File: src/core/sbs_pkg.sv
// Package for the status byte summary block: bit positions, widths,
// reset values and the command codes of the command port.
// Assumes one 10 MHz clock shared with the command parser that drives the block.
package sbs_pkg;

	// ==========================================================
	// Widths
	localparam int SBS_DATA_W = 16;
	localparam int SBS_BYTE_W = 8;

	// ==========================================================
	// Status byte bit positions
	localparam int SBS_BIT_ERR = 2;
	localparam int SBS_BIT_QUES = 3;
	localparam int SBS_BIT_MSG = 4;
	localparam int SBS_BIT_EVT = 5;
	localparam int SBS_BIT_MASTER = 6;
	localparam int SBS_BIT_OPER = 7;

	// ==========================================================
	// Masks and reset values
	localparam logic [7:0] SBS_SRE_MASK = 8'hBF;
	localparam logic [7:0] SBS_STDEV_IMPL_MASK = 8'hFD;
	localparam logic [7:0] SBS_SRE_RST = 8'h00;
	localparam logic [7:0] SBS_ESE_RST = 8'h00;
	localparam logic [7:0] SBS_STDEV_RST = 8'h00;
	localparam logic [15:0] SBS_QUES_EN_RST = 16'h0000;
	localparam logic [15:0] SBS_OPER_EN_RST = 16'h0000;

	// ==========================================================
	// Commands taken on the command port
	typedef enum logic [3:0] {
		SBS_CMD_NONE,
		SBS_CMD_SRE_WRITE,
		SBS_CMD_SRE_QUERY,
		SBS_CMD_ESE_WRITE,
		SBS_CMD_ESE_QUERY,
		SBS_CMD_ESR_QUERY,
		SBS_CMD_BYTE_QUERY,
		SBS_CMD_SERIAL_POLL,
		SBS_CMD_QUES_EN_WRITE,
		SBS_CMD_OPER_EN_WRITE
	} sbs_cmd_t;

endpackage : sbs_pkg

File: src/core/sbs_status_summary.sv
// Status byte summary: gathers queue flags and masked event summaries into
// the status byte, serves serial poll and status byte query, holds the
// service request, standard event and summary enable registers.
// Assumes every input comes from logic on clk (the command parser and the
// event sources); no pin reaches this module directly.
//
// How it works
// - Bit 2 follows error queue not empty
// - Bit 3 is masked questionable event OR
// - Bit 4 follows output queue not empty
// - Bit 5 set while any enabled standard event
// - Bit 6 master summary; request service absent
// - Bit 7 is masked operation event OR
// - Bits 0 and 1 always read zero
// - Status byte query alters no state
// - Serial poll and query both answered
// - Summary is OR of event AND enable
// - Only enable masks, no transition filters
// - Master summary ORs byte AND service enable
// - Reading standard event register clears it
// - Zero service enable blocks any request
`timescale 1ns/100ps

module sbs_status_summary
	import sbs_pkg::*;
(
	// Clock and reset
	input wire logic clk,
	input wire logic arst_n,
	// Status sources
	input wire logic err_queue_not_empty,
	input wire logic out_queue_not_empty,
	input wire logic [15:0] ques_event,
	input wire logic [15:0] oper_event,
	input wire logic [7:0] std_event_set,
	// Command port
	input wire logic cmd_valid,
	input wire sbs_cmd_t cmd_code,
	input wire logic [SBS_DATA_W-1:0] cmd_data,
	// Response port
	output logic resp_valid,
	output logic [SBS_DATA_W-1:0] resp_data,
	// Live status
	output logic [7:0] status_summary_byte,
	output logic master_summary,
	output logic questionable_summary,
	output logic operation_summary,
	output logic event_summary_flag,
	output logic message_available_flag
);

	// ==========================================================
	// Helpers

	// Summary of an event register through its enable mask
	function automatic logic sbs_masked_or(input logic [15:0] ev, input logic [15:0] en);
		return |(ev & en);
	endfunction : sbs_masked_or

	// ==========================================================
	// Registers

	logic [7:0] sre;
	logic [7:0] ese;
	logic [7:0] std_event;
	logic [15:0] ques_enable;
	logic [15:0] oper_enable;

	// ==========================================================
	// Command decode

	wire logic sre_wr = cmd_valid && (cmd_code == SBS_CMD_SRE_WRITE);
	wire logic ese_wr = cmd_valid && (cmd_code == SBS_CMD_ESE_WRITE);
	wire logic ques_en_wr = cmd_valid && (cmd_code == SBS_CMD_QUES_EN_WRITE);
	wire logic oper_en_wr = cmd_valid && (cmd_code == SBS_CMD_OPER_EN_WRITE);
	wire logic esr_rd = cmd_valid && (cmd_code == SBS_CMD_ESR_QUERY);
	wire logic byte_rd = cmd_valid && (cmd_code == SBS_CMD_BYTE_QUERY);
	wire logic poll_rd = cmd_valid && (cmd_code == SBS_CMD_SERIAL_POLL);
	wire logic ese_rd = cmd_valid && (cmd_code == SBS_CMD_ESE_QUERY);
	wire logic sre_rd = cmd_valid && (cmd_code == SBS_CMD_SRE_QUERY);
	wire logic any_query = esr_rd || byte_rd || poll_rd || ese_rd || sre_rd;

	// ==========================================================
	// Summary bits, formed combinationally from current state

	wire logic ques_sum_now = sbs_masked_or(ques_event, ques_enable);
	wire logic oper_sum_now = sbs_masked_or(oper_event, oper_enable);
	wire logic evt_sum_now = sbs_masked_or({8'h00, std_event}, {8'h00, ese});

	// Status byte without bit 6; reserved bits tied low
	wire logic [7:0] byte_core = {
		oper_sum_now,
		1'b0,
		evt_sum_now,
		out_queue_not_empty,
		ques_sum_now,
		err_queue_not_empty,
		2'b00
	};

	// Master summary: bit 6 excluded from the mask
	wire logic [7:0] sre_eff = sre & SBS_SRE_MASK;
	wire logic master_now = |(byte_core & sre_eff);

	// Byte as the query returns it and as the poll returns it
	wire logic [7:0] query_byte = byte_core | {1'b0, master_now, 6'h00};
	wire logic [7:0] poll_byte = byte_core;

	// Standard event register next value: a new event beats the read clear
	// so that an event landing in the cycle of the read is never lost
	wire logic [7:0] next_std_event = ((esr_rd ? SBS_STDEV_RST : std_event) | std_event_set)
		& SBS_STDEV_IMPL_MASK;

	// Response selection
	logic [SBS_DATA_W-1:0] next_resp_data;
	always_comb begin
		case (cmd_code)
			SBS_CMD_BYTE_QUERY: next_resp_data = {8'h00, query_byte};
			SBS_CMD_SERIAL_POLL: next_resp_data = {8'h00, poll_byte};
			SBS_CMD_ESR_QUERY: next_resp_data = {8'h00, std_event};
			SBS_CMD_ESE_QUERY: next_resp_data = {8'h00, ese};
			SBS_CMD_SRE_QUERY: next_resp_data = {8'h00, sre_eff};
			default: next_resp_data = 16'h0000;
		endcase
	end

	// ==========================================================
	// Enable registers, written by command

	always_ff @(posedge clk or negedge arst_n) begin
		if (!arst_n) begin
			sre <= SBS_SRE_RST;
			ese <= SBS_ESE_RST;
			ques_enable <= SBS_QUES_EN_RST;
			oper_enable <= SBS_OPER_EN_RST;
		end else begin
			if (sre_wr) begin
				sre <= cmd_data[7:0] & SBS_SRE_MASK;
			end
			if (ese_wr) begin
				ese <= cmd_data[7:0];
			end
			if (ques_en_wr) begin
				ques_enable <= cmd_data;
			end
			if (oper_en_wr) begin
				oper_enable <= cmd_data;
			end
		end
	end

	// Standard event register, cleared by its read
	always_ff @(posedge clk or negedge arst_n) begin
		if (!arst_n) begin
			std_event <= SBS_STDEV_RST;
		end else begin
			std_event <= next_std_event;
		end
	end

	// ==========================================================
	// Outputs from flip-flops

	// Live status refreshed every cycle
	always_ff @(posedge clk or negedge arst_n) begin
		if (!arst_n) begin
			status_summary_byte <= 8'h00;
			master_summary <= 1'b0;
			questionable_summary <= 1'b0;
			operation_summary <= 1'b0;
			event_summary_flag <= 1'b0;
			message_available_flag <= 1'b0;
		end else begin
			status_summary_byte <= query_byte;
			master_summary <= master_now;
			questionable_summary <= ques_sum_now;
			operation_summary <= oper_sum_now;
			event_summary_flag <= evt_sum_now;
			message_available_flag <= out_queue_not_empty;
		end
	end

	// Response one cycle after the query
	always_ff @(posedge clk or negedge arst_n) begin
		if (!arst_n) begin
			resp_valid <= 1'b0;
			resp_data <= 16'h0000;
		end else begin
			resp_valid <= any_query;
			if (any_query) begin
				resp_data <= next_resp_data;
			end
		end
	end

	// ==========================================================
	// Checks

	a_err_flag_tracks: assert property (@(posedge clk) disable iff (!arst_n)
		1'b1 |=> status_summary_byte[SBS_BIT_ERR] == $past(err_queue_not_empty))
		else $error("error queue flag does not follow the queue");

	a_ques_summary_mask: assert property (@(posedge clk) disable iff (!arst_n)
		1'b1 |=> questionable_summary == $past(|(ques_event & ques_enable)))
		else $error("questionable summary differs from masked events");

	a_ques_byte_bit: assert property (@(posedge clk) disable iff (!arst_n)
		1'b1 |=> status_summary_byte[SBS_BIT_QUES] == $past(|(ques_event & ques_enable)))
		else $error("status byte bit 3 differs from masked events");

	a_msg_flag_clear: assert property (@(posedge clk) disable iff (!arst_n)
		!out_queue_not_empty |=> !status_summary_byte[SBS_BIT_MSG] && !message_available_flag)
		else $error("message available set with empty output queue");

	a_msg_flag_set: assert property (@(posedge clk) disable iff (!arst_n)
		out_queue_not_empty |=> status_summary_byte[SBS_BIT_MSG] && message_available_flag)
		else $error("message available missing with data queued");

	a_evt_sum_follows: assert property (@(posedge clk) disable iff (!arst_n)
		(|(std_event & ese)) |=> status_summary_byte[SBS_BIT_EVT])
		else $error("event summary missing for enabled event");

	a_evt_flag_tracks: assert property (@(posedge clk) disable iff (!arst_n)
		1'b1 |=> event_summary_flag == $past(|(std_event & ese)))
		else $error("event summary flag differs from masked events");

	a_query_carries_master: assert property (@(posedge clk) disable iff (!arst_n)
		byte_rd |=> resp_valid && (resp_data[SBS_BIT_MASTER] == $past(master_now)))
		else $error("query bit 6 is not the master summary");

	a_poll_no_request: assert property (@(posedge clk) disable iff (!arst_n)
		poll_rd |=> resp_valid && !resp_data[SBS_BIT_MASTER])
		else $error("serial poll shows a request service bit");

	a_sre_bit6_zero: assert property (@(posedge clk) disable iff (!arst_n)
		sre[SBS_BIT_MASTER] == 1'b0)
		else $error("service enable holds bit 6");

	a_byte_master_bit: assert property (@(posedge clk) disable iff (!arst_n)
		status_summary_byte[SBS_BIT_MASTER] == master_summary)
		else $error("status byte bit 6 differs from master summary");

	a_oper_sum_tracks: assert property (@(posedge clk) disable iff (!arst_n)
		1'b1 |=> operation_summary == $past(|(oper_event & oper_enable)))
		else $error("operation summary differs from masked events");

	a_oper_byte_bit: assert property (@(posedge clk) disable iff (!arst_n)
		1'b1 |=> status_summary_byte[SBS_BIT_OPER] == $past(|(oper_event & oper_enable)))
		else $error("status byte bit 7 differs from masked events");

	a_reserved_zero: assert property (@(posedge clk) disable iff (!arst_n)
		status_summary_byte[1:0] == 2'b00 && (!resp_valid || resp_data[15:8] == 8'h00))
		else $error("reserved bits not zero");

	a_query_no_side: assert property (@(posedge clk) disable iff (!arst_n)
		(byte_rd && std_event_set == 8'h00) |=> std_event == $past(std_event) && sre == $past(sre))
		else $error("status byte query altered state");

	a_query_keeps_enables: assert property (@(posedge clk) disable iff (!arst_n)
		byte_rd |=> ese == $past(ese) && ques_enable == $past(ques_enable) && oper_enable == $past(oper_enable))
		else $error("status byte query altered an enable");

	a_query_byte_value: assert property (@(posedge clk) disable iff (!arst_n)
		byte_rd |=> resp_data[7:0] == $past(query_byte))
		else $error("status byte query answer differs from the byte");

	// Command answers and master summary
	a_poll_byte_value: assert property (@(posedge clk) disable iff (!arst_n)
		poll_rd |=> resp_data[7:0] == $past(byte_core))
		else $error("serial poll answer differs from the byte");

	a_write_no_answer: assert property (@(posedge clk) disable iff (!arst_n)
		(cmd_valid && !any_query) |=> !resp_valid)
		else $error("write command produced an answer");

	a_master_from_byte: assert property (@(posedge clk) disable iff (!arst_n)
		1'b1 |=> master_summary == $past(|(byte_core & sre & SBS_SRE_MASK)))
		else $error("master summary is not masked status byte");

	// Standard event register, master summary under zero enable, live status byte
	a_esr_returns_old: assert property (@(posedge clk) disable iff (!arst_n)
		esr_rd |=> resp_data[7:0] == $past(std_event))
		else $error("event register read did not return its old value");

	a_std_bit1_zero: assert property (@(posedge clk) disable iff (!arst_n)
		(std_event & ~SBS_STDEV_IMPL_MASK) == 8'h00)
		else $error("unimplemented event bit is set");

	a_esr_read_clears: assert property (@(posedge clk) disable iff (!arst_n)
		(esr_rd && std_event_set == 8'h00) |=> std_event == 8'h00 ##1 !event_summary_flag)
		else $error("reading the standard event register did not clear it");

	a_set_beats_clear: assert property (@(posedge clk) disable iff (!arst_n)
		(esr_rd && std_event_set[0]) |=> std_event[0])
		else $error("event lost in the cycle of its read clear");

	a_sre_zero_quiet: assert property (@(posedge clk) disable iff (!arst_n)
		(sre == 8'h00) [*2] |-> !master_summary)
		else $error("master summary with zero service enable");

	a_live_byte: assert property (@(posedge clk) disable iff (!arst_n)
		1'b1 |=> status_summary_byte == $past(query_byte))
		else $error("live status byte lags its sources");

endmodule : sbs_status_summary

File: config.mk
export PLATFORM = sky130hd
export DESIGN_NAME = sbs_status_summary
export DESIGN_NICKNAME = d
export VERILOG_FILES = /design/src/core/sbs_pkg.sv /design/src/core/sbs_status_summary.sv
export SDC_FILE = /design/constraint.sdc
export NUM_CORES = 1
export LEC_CHECK = 0
export BUFFER_PORTS_ARGS = -buffer_cell sky130_fd_sc_hd__buf_2
export CORE_UTILIZATION = 45
export CTS_BUF_LIST = sky130_fd_sc_hd__clkbuf_16
export CTS_CLUSTER_SIZE = 16
export DETAILED_ROUTE_END_ITERATION = 7
export GPL_ROUTABILITY_DRIVEN = 1
export PLACE_DENSITY_LB_ADDON = 0.15
export SYNTH_ARGS = -nofsm -noshare
export SYNTH_HDL_FRONTEND = slang
export SYNTH_SLANG_ARGS = --single-unit
File: constraint.sdc
create_clock -name clk -period 2.3 [get_ports clk]
set_clock_uncertainty 0.2 [all_clocks]
set_input_delay 0 -clock clk [delete_from_list [all_inputs] [get_ports clk]]
set_output_delay 0 -clock clk [all_outputs]
set_load 0.05 [all_outputs]
# After elaboration in Yosys (flattened, before gate mapping)
# Cells that the tools add are included.
word_totals:
  ff_bits: 84
  latch_bits: 0
  ramBits: 0
  mem_bits_ro: 0
  input_bits: 65
  output_inout_bits: 30
  memories: 0
op_classes:
  n_addsub: 0
  n_mul: 0
  div_mod_pow: 0
  n_lt_le_gt_ge: 0
  eq_ne: 9
  shift: 0
  muxes: 2
  n_bitwise: 6
  reduce_logical: 17
ops:
  columns: ["cell", "count"]
  rows:
  - ["$reduce_or 16->1", 3]
  - ["$pmux 8 s5", 1]
  - ["$and 16x16->16", 2]
  - ["$and 8x8->8", 2]
  - ["$eq 4x3->1 const B", 4]
  - ["$logic_and 1x1->1", 9]
  - ["$eq 4x2->1 const B", 2]
  - ["$eq 4x4->1 const B", 2]
  - ["$mux 8", 1]
  - ["$or 8x7->8", 1]
  - ["$or 8x8->8", 1]
  - ["$reduce_or 8->1", 1]
  - ["$eq 4x1->1 const B", 1]
  - ["$logic_or 1x1->1", 4]

# Logic depth before layout (Yosys ltp)
logic_depth:
  word_depth: 6
  depth_mapped: 7
  depth_no_buf: 5

# Worst setup path before layout
# Ideal clock, no wire load.
synth_path:
  path_kind: "reg2reg"
  startpoint: "register std_event[2]"
  endpoint: "register resp_data[6]"
  setup_ps: 131
  arrival_ps: 1348
  required_ps: 1969
  setup_slack_ps: 621
  stages_incl_launch_ff: 6
  n_path_buf: 0
  path_cell_list: "dfrtp_1 -> a222oi_1 -> nand3_1 -> a222oi_1 -> a21boi_0 -> a21oi_1"
synth_between:
  elab_chain_cells: 6
synth_lines:
  columns: ["element", "line_no", "source"]
  rows:
  - ["from (decl)", "sbs_status_summary.sv:65", "logic [7:0] std_event;"]
  - ["from (signal assigned)", "sbs_status_summary.sv:157", "std_event <= next_std_event;"]
  - ["$and 8x8->8", "sbs_status_summary.sv:57", "return |(ev & en);"]
  - ["$reduce_or 16->1", "sbs_status_summary.sv:57", null]
  - ["via evt_sum_now", "sbs_status_summary.sv:88", "wire logic evt_sum_now = sbs_masked_or({8'h00, std_event}, {8'h00, ese});"]
  - ["$and 8x8->8", "sbs_status_summary.sv:103", "wire logic master_now = |(byte_core & sre_eff);"]
  - ["$reduce_or 8->1", "sbs_status_summary.sv:103", null]
  - ["$or 8x7->8", "sbs_status_summary.sv:106", "wire logic [7:0] query_byte = byte_core | {1'b0, master_now, 6'h00};"]
  - ["$pmux 8 s5", "sbs_status_summary.sv:117", "case (cmd_code)"]
  - ["to (signal assigned)", "sbs_status_summary.sv:191", "resp_data <= next_resp_data;"]
  - ["to (decl)", "sbs_status_summary.sv:42", "output logic [SBS_DATA_W-1:0] resp_data,"]
# The timed path passes the listed nets, and every way through them passes these cells.
# A chain may end at the register's enable or synchronous reset.

# Worst setup path in the final report
layout_path:
  startpoint: "register ques_enable[4]"
  endpoint: "register resp_data[6]"
layout_between:
  elab_chain_cells: 6
layout_lines:
  columns: ["element", "line_no", "source"]
  rows:
  - ["from (decl)", "sbs_status_summary.sv:66", "logic [15:0] ques_enable;"]
  - ["from (signal assigned)", "sbs_status_summary.sv:144", "ques_enable <= cmd_data;"]
  - ["$and 16x16->16", "sbs_status_summary.sv:57", null]
  - ["$reduce_or 16->1", "sbs_status_summary.sv:57", null]
  - ["via ques_sum_now", "sbs_status_summary.sv:86", "wire logic ques_sum_now = sbs_masked_or(ques_event, ques_enable);"]
  - ["$and 8x8->8", "sbs_status_summary.sv:103", null]
  - ["$reduce_or 8->1", "sbs_status_summary.sv:103", null]
  - ["$or 8x7->8", "sbs_status_summary.sv:106", null]
  - ["$pmux 8 s5", "sbs_status_summary.sv:117", null]
# The timed path passes the listed nets, and every way through them passes these cells.

==> results.cfg <==
[status]
status = finished, violations left
violations = design-rule violations

[synth]
synthesis.instances = 217
synth_most_common_cell = sky130_fd_sc_hd__dfrtp_1
synth.top_cell.area_share_pct = 56.1
async_flop_share_pct = 100
yosys_register_bits = 69
synth_enable_flop_cells = 0
synth.yosys.seq_area_share_pct = 56.1
synth_flop_cell = sky130_fd_sc_hd__dfrtp_1
synth.cell_area_sq_um = 3080
synth.top_cells.by_area = sky130_fd_sc_hd__dfrtp_1, sky130_fd_sc_hd__mux2_2, sky130_fd_sc_hd__buf_4
yosysUniqueCellTypes = 35
yosys.area.top_type = sky130_fd_sc_hd__dfrtp_1
synth-warning-count = 0
synth_common_cells = sky130_fd_sc_hd__dfrtp_1, sky130_fd_sc_hd__mux2_2, sky130_fd_sc_hd__buf_4
synth.avg_cell_area_sq_um = 14.2

[timing]
slew-limit-headroom_pct = 42.1
worst_slew_pin_slew_ns = 0.866
rsz_0062_raised_after_global_routing = false
finalCritPeriodShare_pct = 95.5
minimum_clock_period_after_layout_ns = 2.20
timing.final.setup_violations = 0
fmax_mhz = 455
finalHoldViolations = 0
final_max_slew_viol_count = 0
fin_tns_setup_ns = 0

[pwr]
power_density_nw_per_um2 = 886
p_switching_mw = 1.02
p_int_mw = 2.74
clock_power_share_pct = 37.3
power.share.switching_pct = 27.2
power_frac_comb_pct = 20.4
highest_ir_drop_seen_on_vdd_uv = 506
leakage_component_of_the_power_nw = 2.00
share_seq_of_total_power_pct = 42.3

[clocking]
h_tree_depth = 3
root_buffer = sky130_fd_sc_hd__clkbuf_16
cts.sinks = 69
cts_tree = built
clk_pin_slew_worst_paths_ns = 0.05
cts_buf_count = 9
clk_latency_ns = 0.32
cts_max_path_buffers = 2

[drt]
drtIter0Drc = 117
ant_nets = 0
vias = 2277
drt-pass1-iter-count = 8
finalWirelength_um = 7050
count_of_unresolved_drc_violations_after_routing = 7
routedWlPerCell_um = 16.4
vias_per_cell = 5.30

[critical_path]
crit-reg2reg-capture = resp_data[6]
crit_required_ns = 2.30
crit_path_start_kind = register
regToRegSetupSlack_ns = 0.10
critPathBufInv = 1
cp-end-kind = register
critPathMaxStageDelay_ns = 0.59
path_depth = 6
path_delay_family = compound AO/OA/AOI/OAI gates
worstPathMaxFanout = 3
reg2regPathDepth = 6
worstReg2RegStart = ques_enable[4]
critical_path_arrival_ns = 2.20
worstPathCellList = a22o_1, a221oi_2, dlygate4sd3_1, nand4_1, a21boi_2, a21oi_1
critical-path-slowest-cell = sky130_fd_sc_hd__dlygate4sd3_1
crit_type = reg2reg

[die]
initial_utilization_pct = 47.7
die_wd_um = 84.7
die_area_sq_um = 7170
rows = 29
fp.dieH_um = 84.7
ios = 95
floorplan.core_area_sq_um = 6460

[final_layout]
finalNonFillerCells = 430
design.final.nets = 413
drive_above_1_share_pct = 42.5
antenna_cells_inserted = 0
area_growth_pct = 38.1
nFillCells = 490

[placement]
globalplace.congestion = 0.809
port_buffers = 83
dpl.cell_count = 369
dp_hpwl_um = 4870

[grt]
grt.total_usage_pct = 21.1
global_route.overflow_total = 0
grt_pass1_vias = 2320
antenna_found_initial = 0
grt_first_pass_wirelength_um = 11500
maximum_number_of_pins_on_one_net_before_global_route_repair = 26

[min_path]
worstHoldPathType = in2reg
critical_hold_path_startpoint = cmd_code[3]
hold_end = ese[6]
min_path_cells = 3

[run]
max_cap_viol_count = 0
-- logic make-up (layout without fill, tap and decap cells) --
group | count (synthesis) | after routing | synth area share, %
buffers and inverters | 23 | 150 | 5.77
other | 1 | 10 | 0.122
muxes | 47 | 47 | 18.0
and+or+nand+nor | 25 | 25 | 6.63
AOI/OAI and AO/OA | 52 | 52 | 13.3
DFF | 69 | 69 | 56.1
-- metal layers --
layer | vias up | global-route usage [%] | wire length (um)
li1 | 1067 | - | -
met2 | 76 | 36.1 | 3500
met4 | 0 | 6.78 | 64
met3 | 7 | 5.41 | 412
met5 | - | 0 | 0
met1 | 1127 | 26.4 | 3070
-- layout by cell type (no fill, tap or decap), types with 9 or more instances in the layout --
cell and count:
sky130_fd_sc_hd__a21o_1 10, sky130_fd_sc_hd__nand2_1 11, sky130_fd_sc_hd__mux2_2 30, sky130_fd_sc_hd__dfrtp_1 69, sky130_fd_sc_hd__buf_2 83, sky130_fd_sc_hd__conb_1 10, sky130_fd_sc_hd__clkbuf_16 9, sky130_fd_sc_hd__dlygate4sd3_1 44
sky130_fd_sc_hd__mux2_1 10
-- layout make-up --
cell class | instances | area, sq um | area share, %
inverters | 1 | 3.75 | 0.0883
clock inverters | 7 | 81.3 | 1.91
multi-input cells | 134 | 1220 | 28.6
well taps | 77 | 96.3 | 2.27
flip-flops and latches | 69 | 1730 | 40.6
repair buffers | 133 | 901 | 21.2
clock buffers | 9 | 225 | 5.30
-- flip-flops by register name, summed over array words and instances, names as in the netlist --
name	count
status_summary_byte	6
ese	8
oper_enable	16
std_event	7
resp_data	8
resp_valid	1
sre	7
ques_enable	16
-- worst max path at each step --
stage | startpoint | end | slack [ns]
global route | oper_enable[5] | status_summary_byte[6] | 0.009
CTS | oper_enable[5] | status_summary_byte[6] | 0.003
global placement | std_event[2] | resp_data[6] | 0.43
detailed placement | std_event[2] | resp_data[6] | 0.41
floorplan | std_event[2] | resp_data[6] | 0.62
finish | ques_enable[4] | resp_data[6] | 0.10
-- what timing repair did --
item | in CTS | in global routing
hold buffers | 44 | 0
setup buffers | 0 | 1
resized for setup | 0 | 3
endpoints found under the setup margin | 0 | 3
endpoints found under the hold margin | 133 | 0
-- worst reg2reg max path, cell delays in order, from the launching register on --
cell and delay [ns]:
sky130_fd_sc_hd__dfrtp_1 0.37, sky130_fd_sc_hd__a22o_1 0.22, sky130_fd_sc_hd__a221oi_2 0.18, sky130_fd_sc_hd__dlygate4sd3_1 0.59, sky130_fd_sc_hd__nand4_1 0.21, sky130_fd_sc_hd__a21boi_2 0.22, sky130_fd_sc_hd__a21oi_1 0.08
-- stage by stage --
step / hold WS, ns / worst slack, ns / area, sq um / total power [mW] / util [%]
floorplan: -0.496 / 0.621 / 3110 / 2.09 / -
global placement: -0.219 / 0.431 / 3490 / 2.28 / 54.0
detailed placement: -0.221 / 0.406 / 3490 / 2.30 / 54.0
CTS: 0.0216 / 0.00256 / 4230 / 3.78 / 65.6
global route: 0.0442 / 0.00935 / 4250 / 3.93 / 65.8
finish: 0.0297 / 0.103 / 4250 / 3.77 / 65.8
-- power groups by stage --
stage / Sequential, mW / Combinational (mW) / Clock (mW)
finish: 1.59 / 0.768 / 1.40
global route: 1.62 / 0.821 / 1.49
CTS: 1.59 / 0.763 / 1.43
detailed placement: 1.61 / 0.693 / 0
global placement: 1.60 / 0.683 / 0
floorplan: 1.67 / 0.424 / 0
Note: power is estimated with default switching activity, not from simulation.
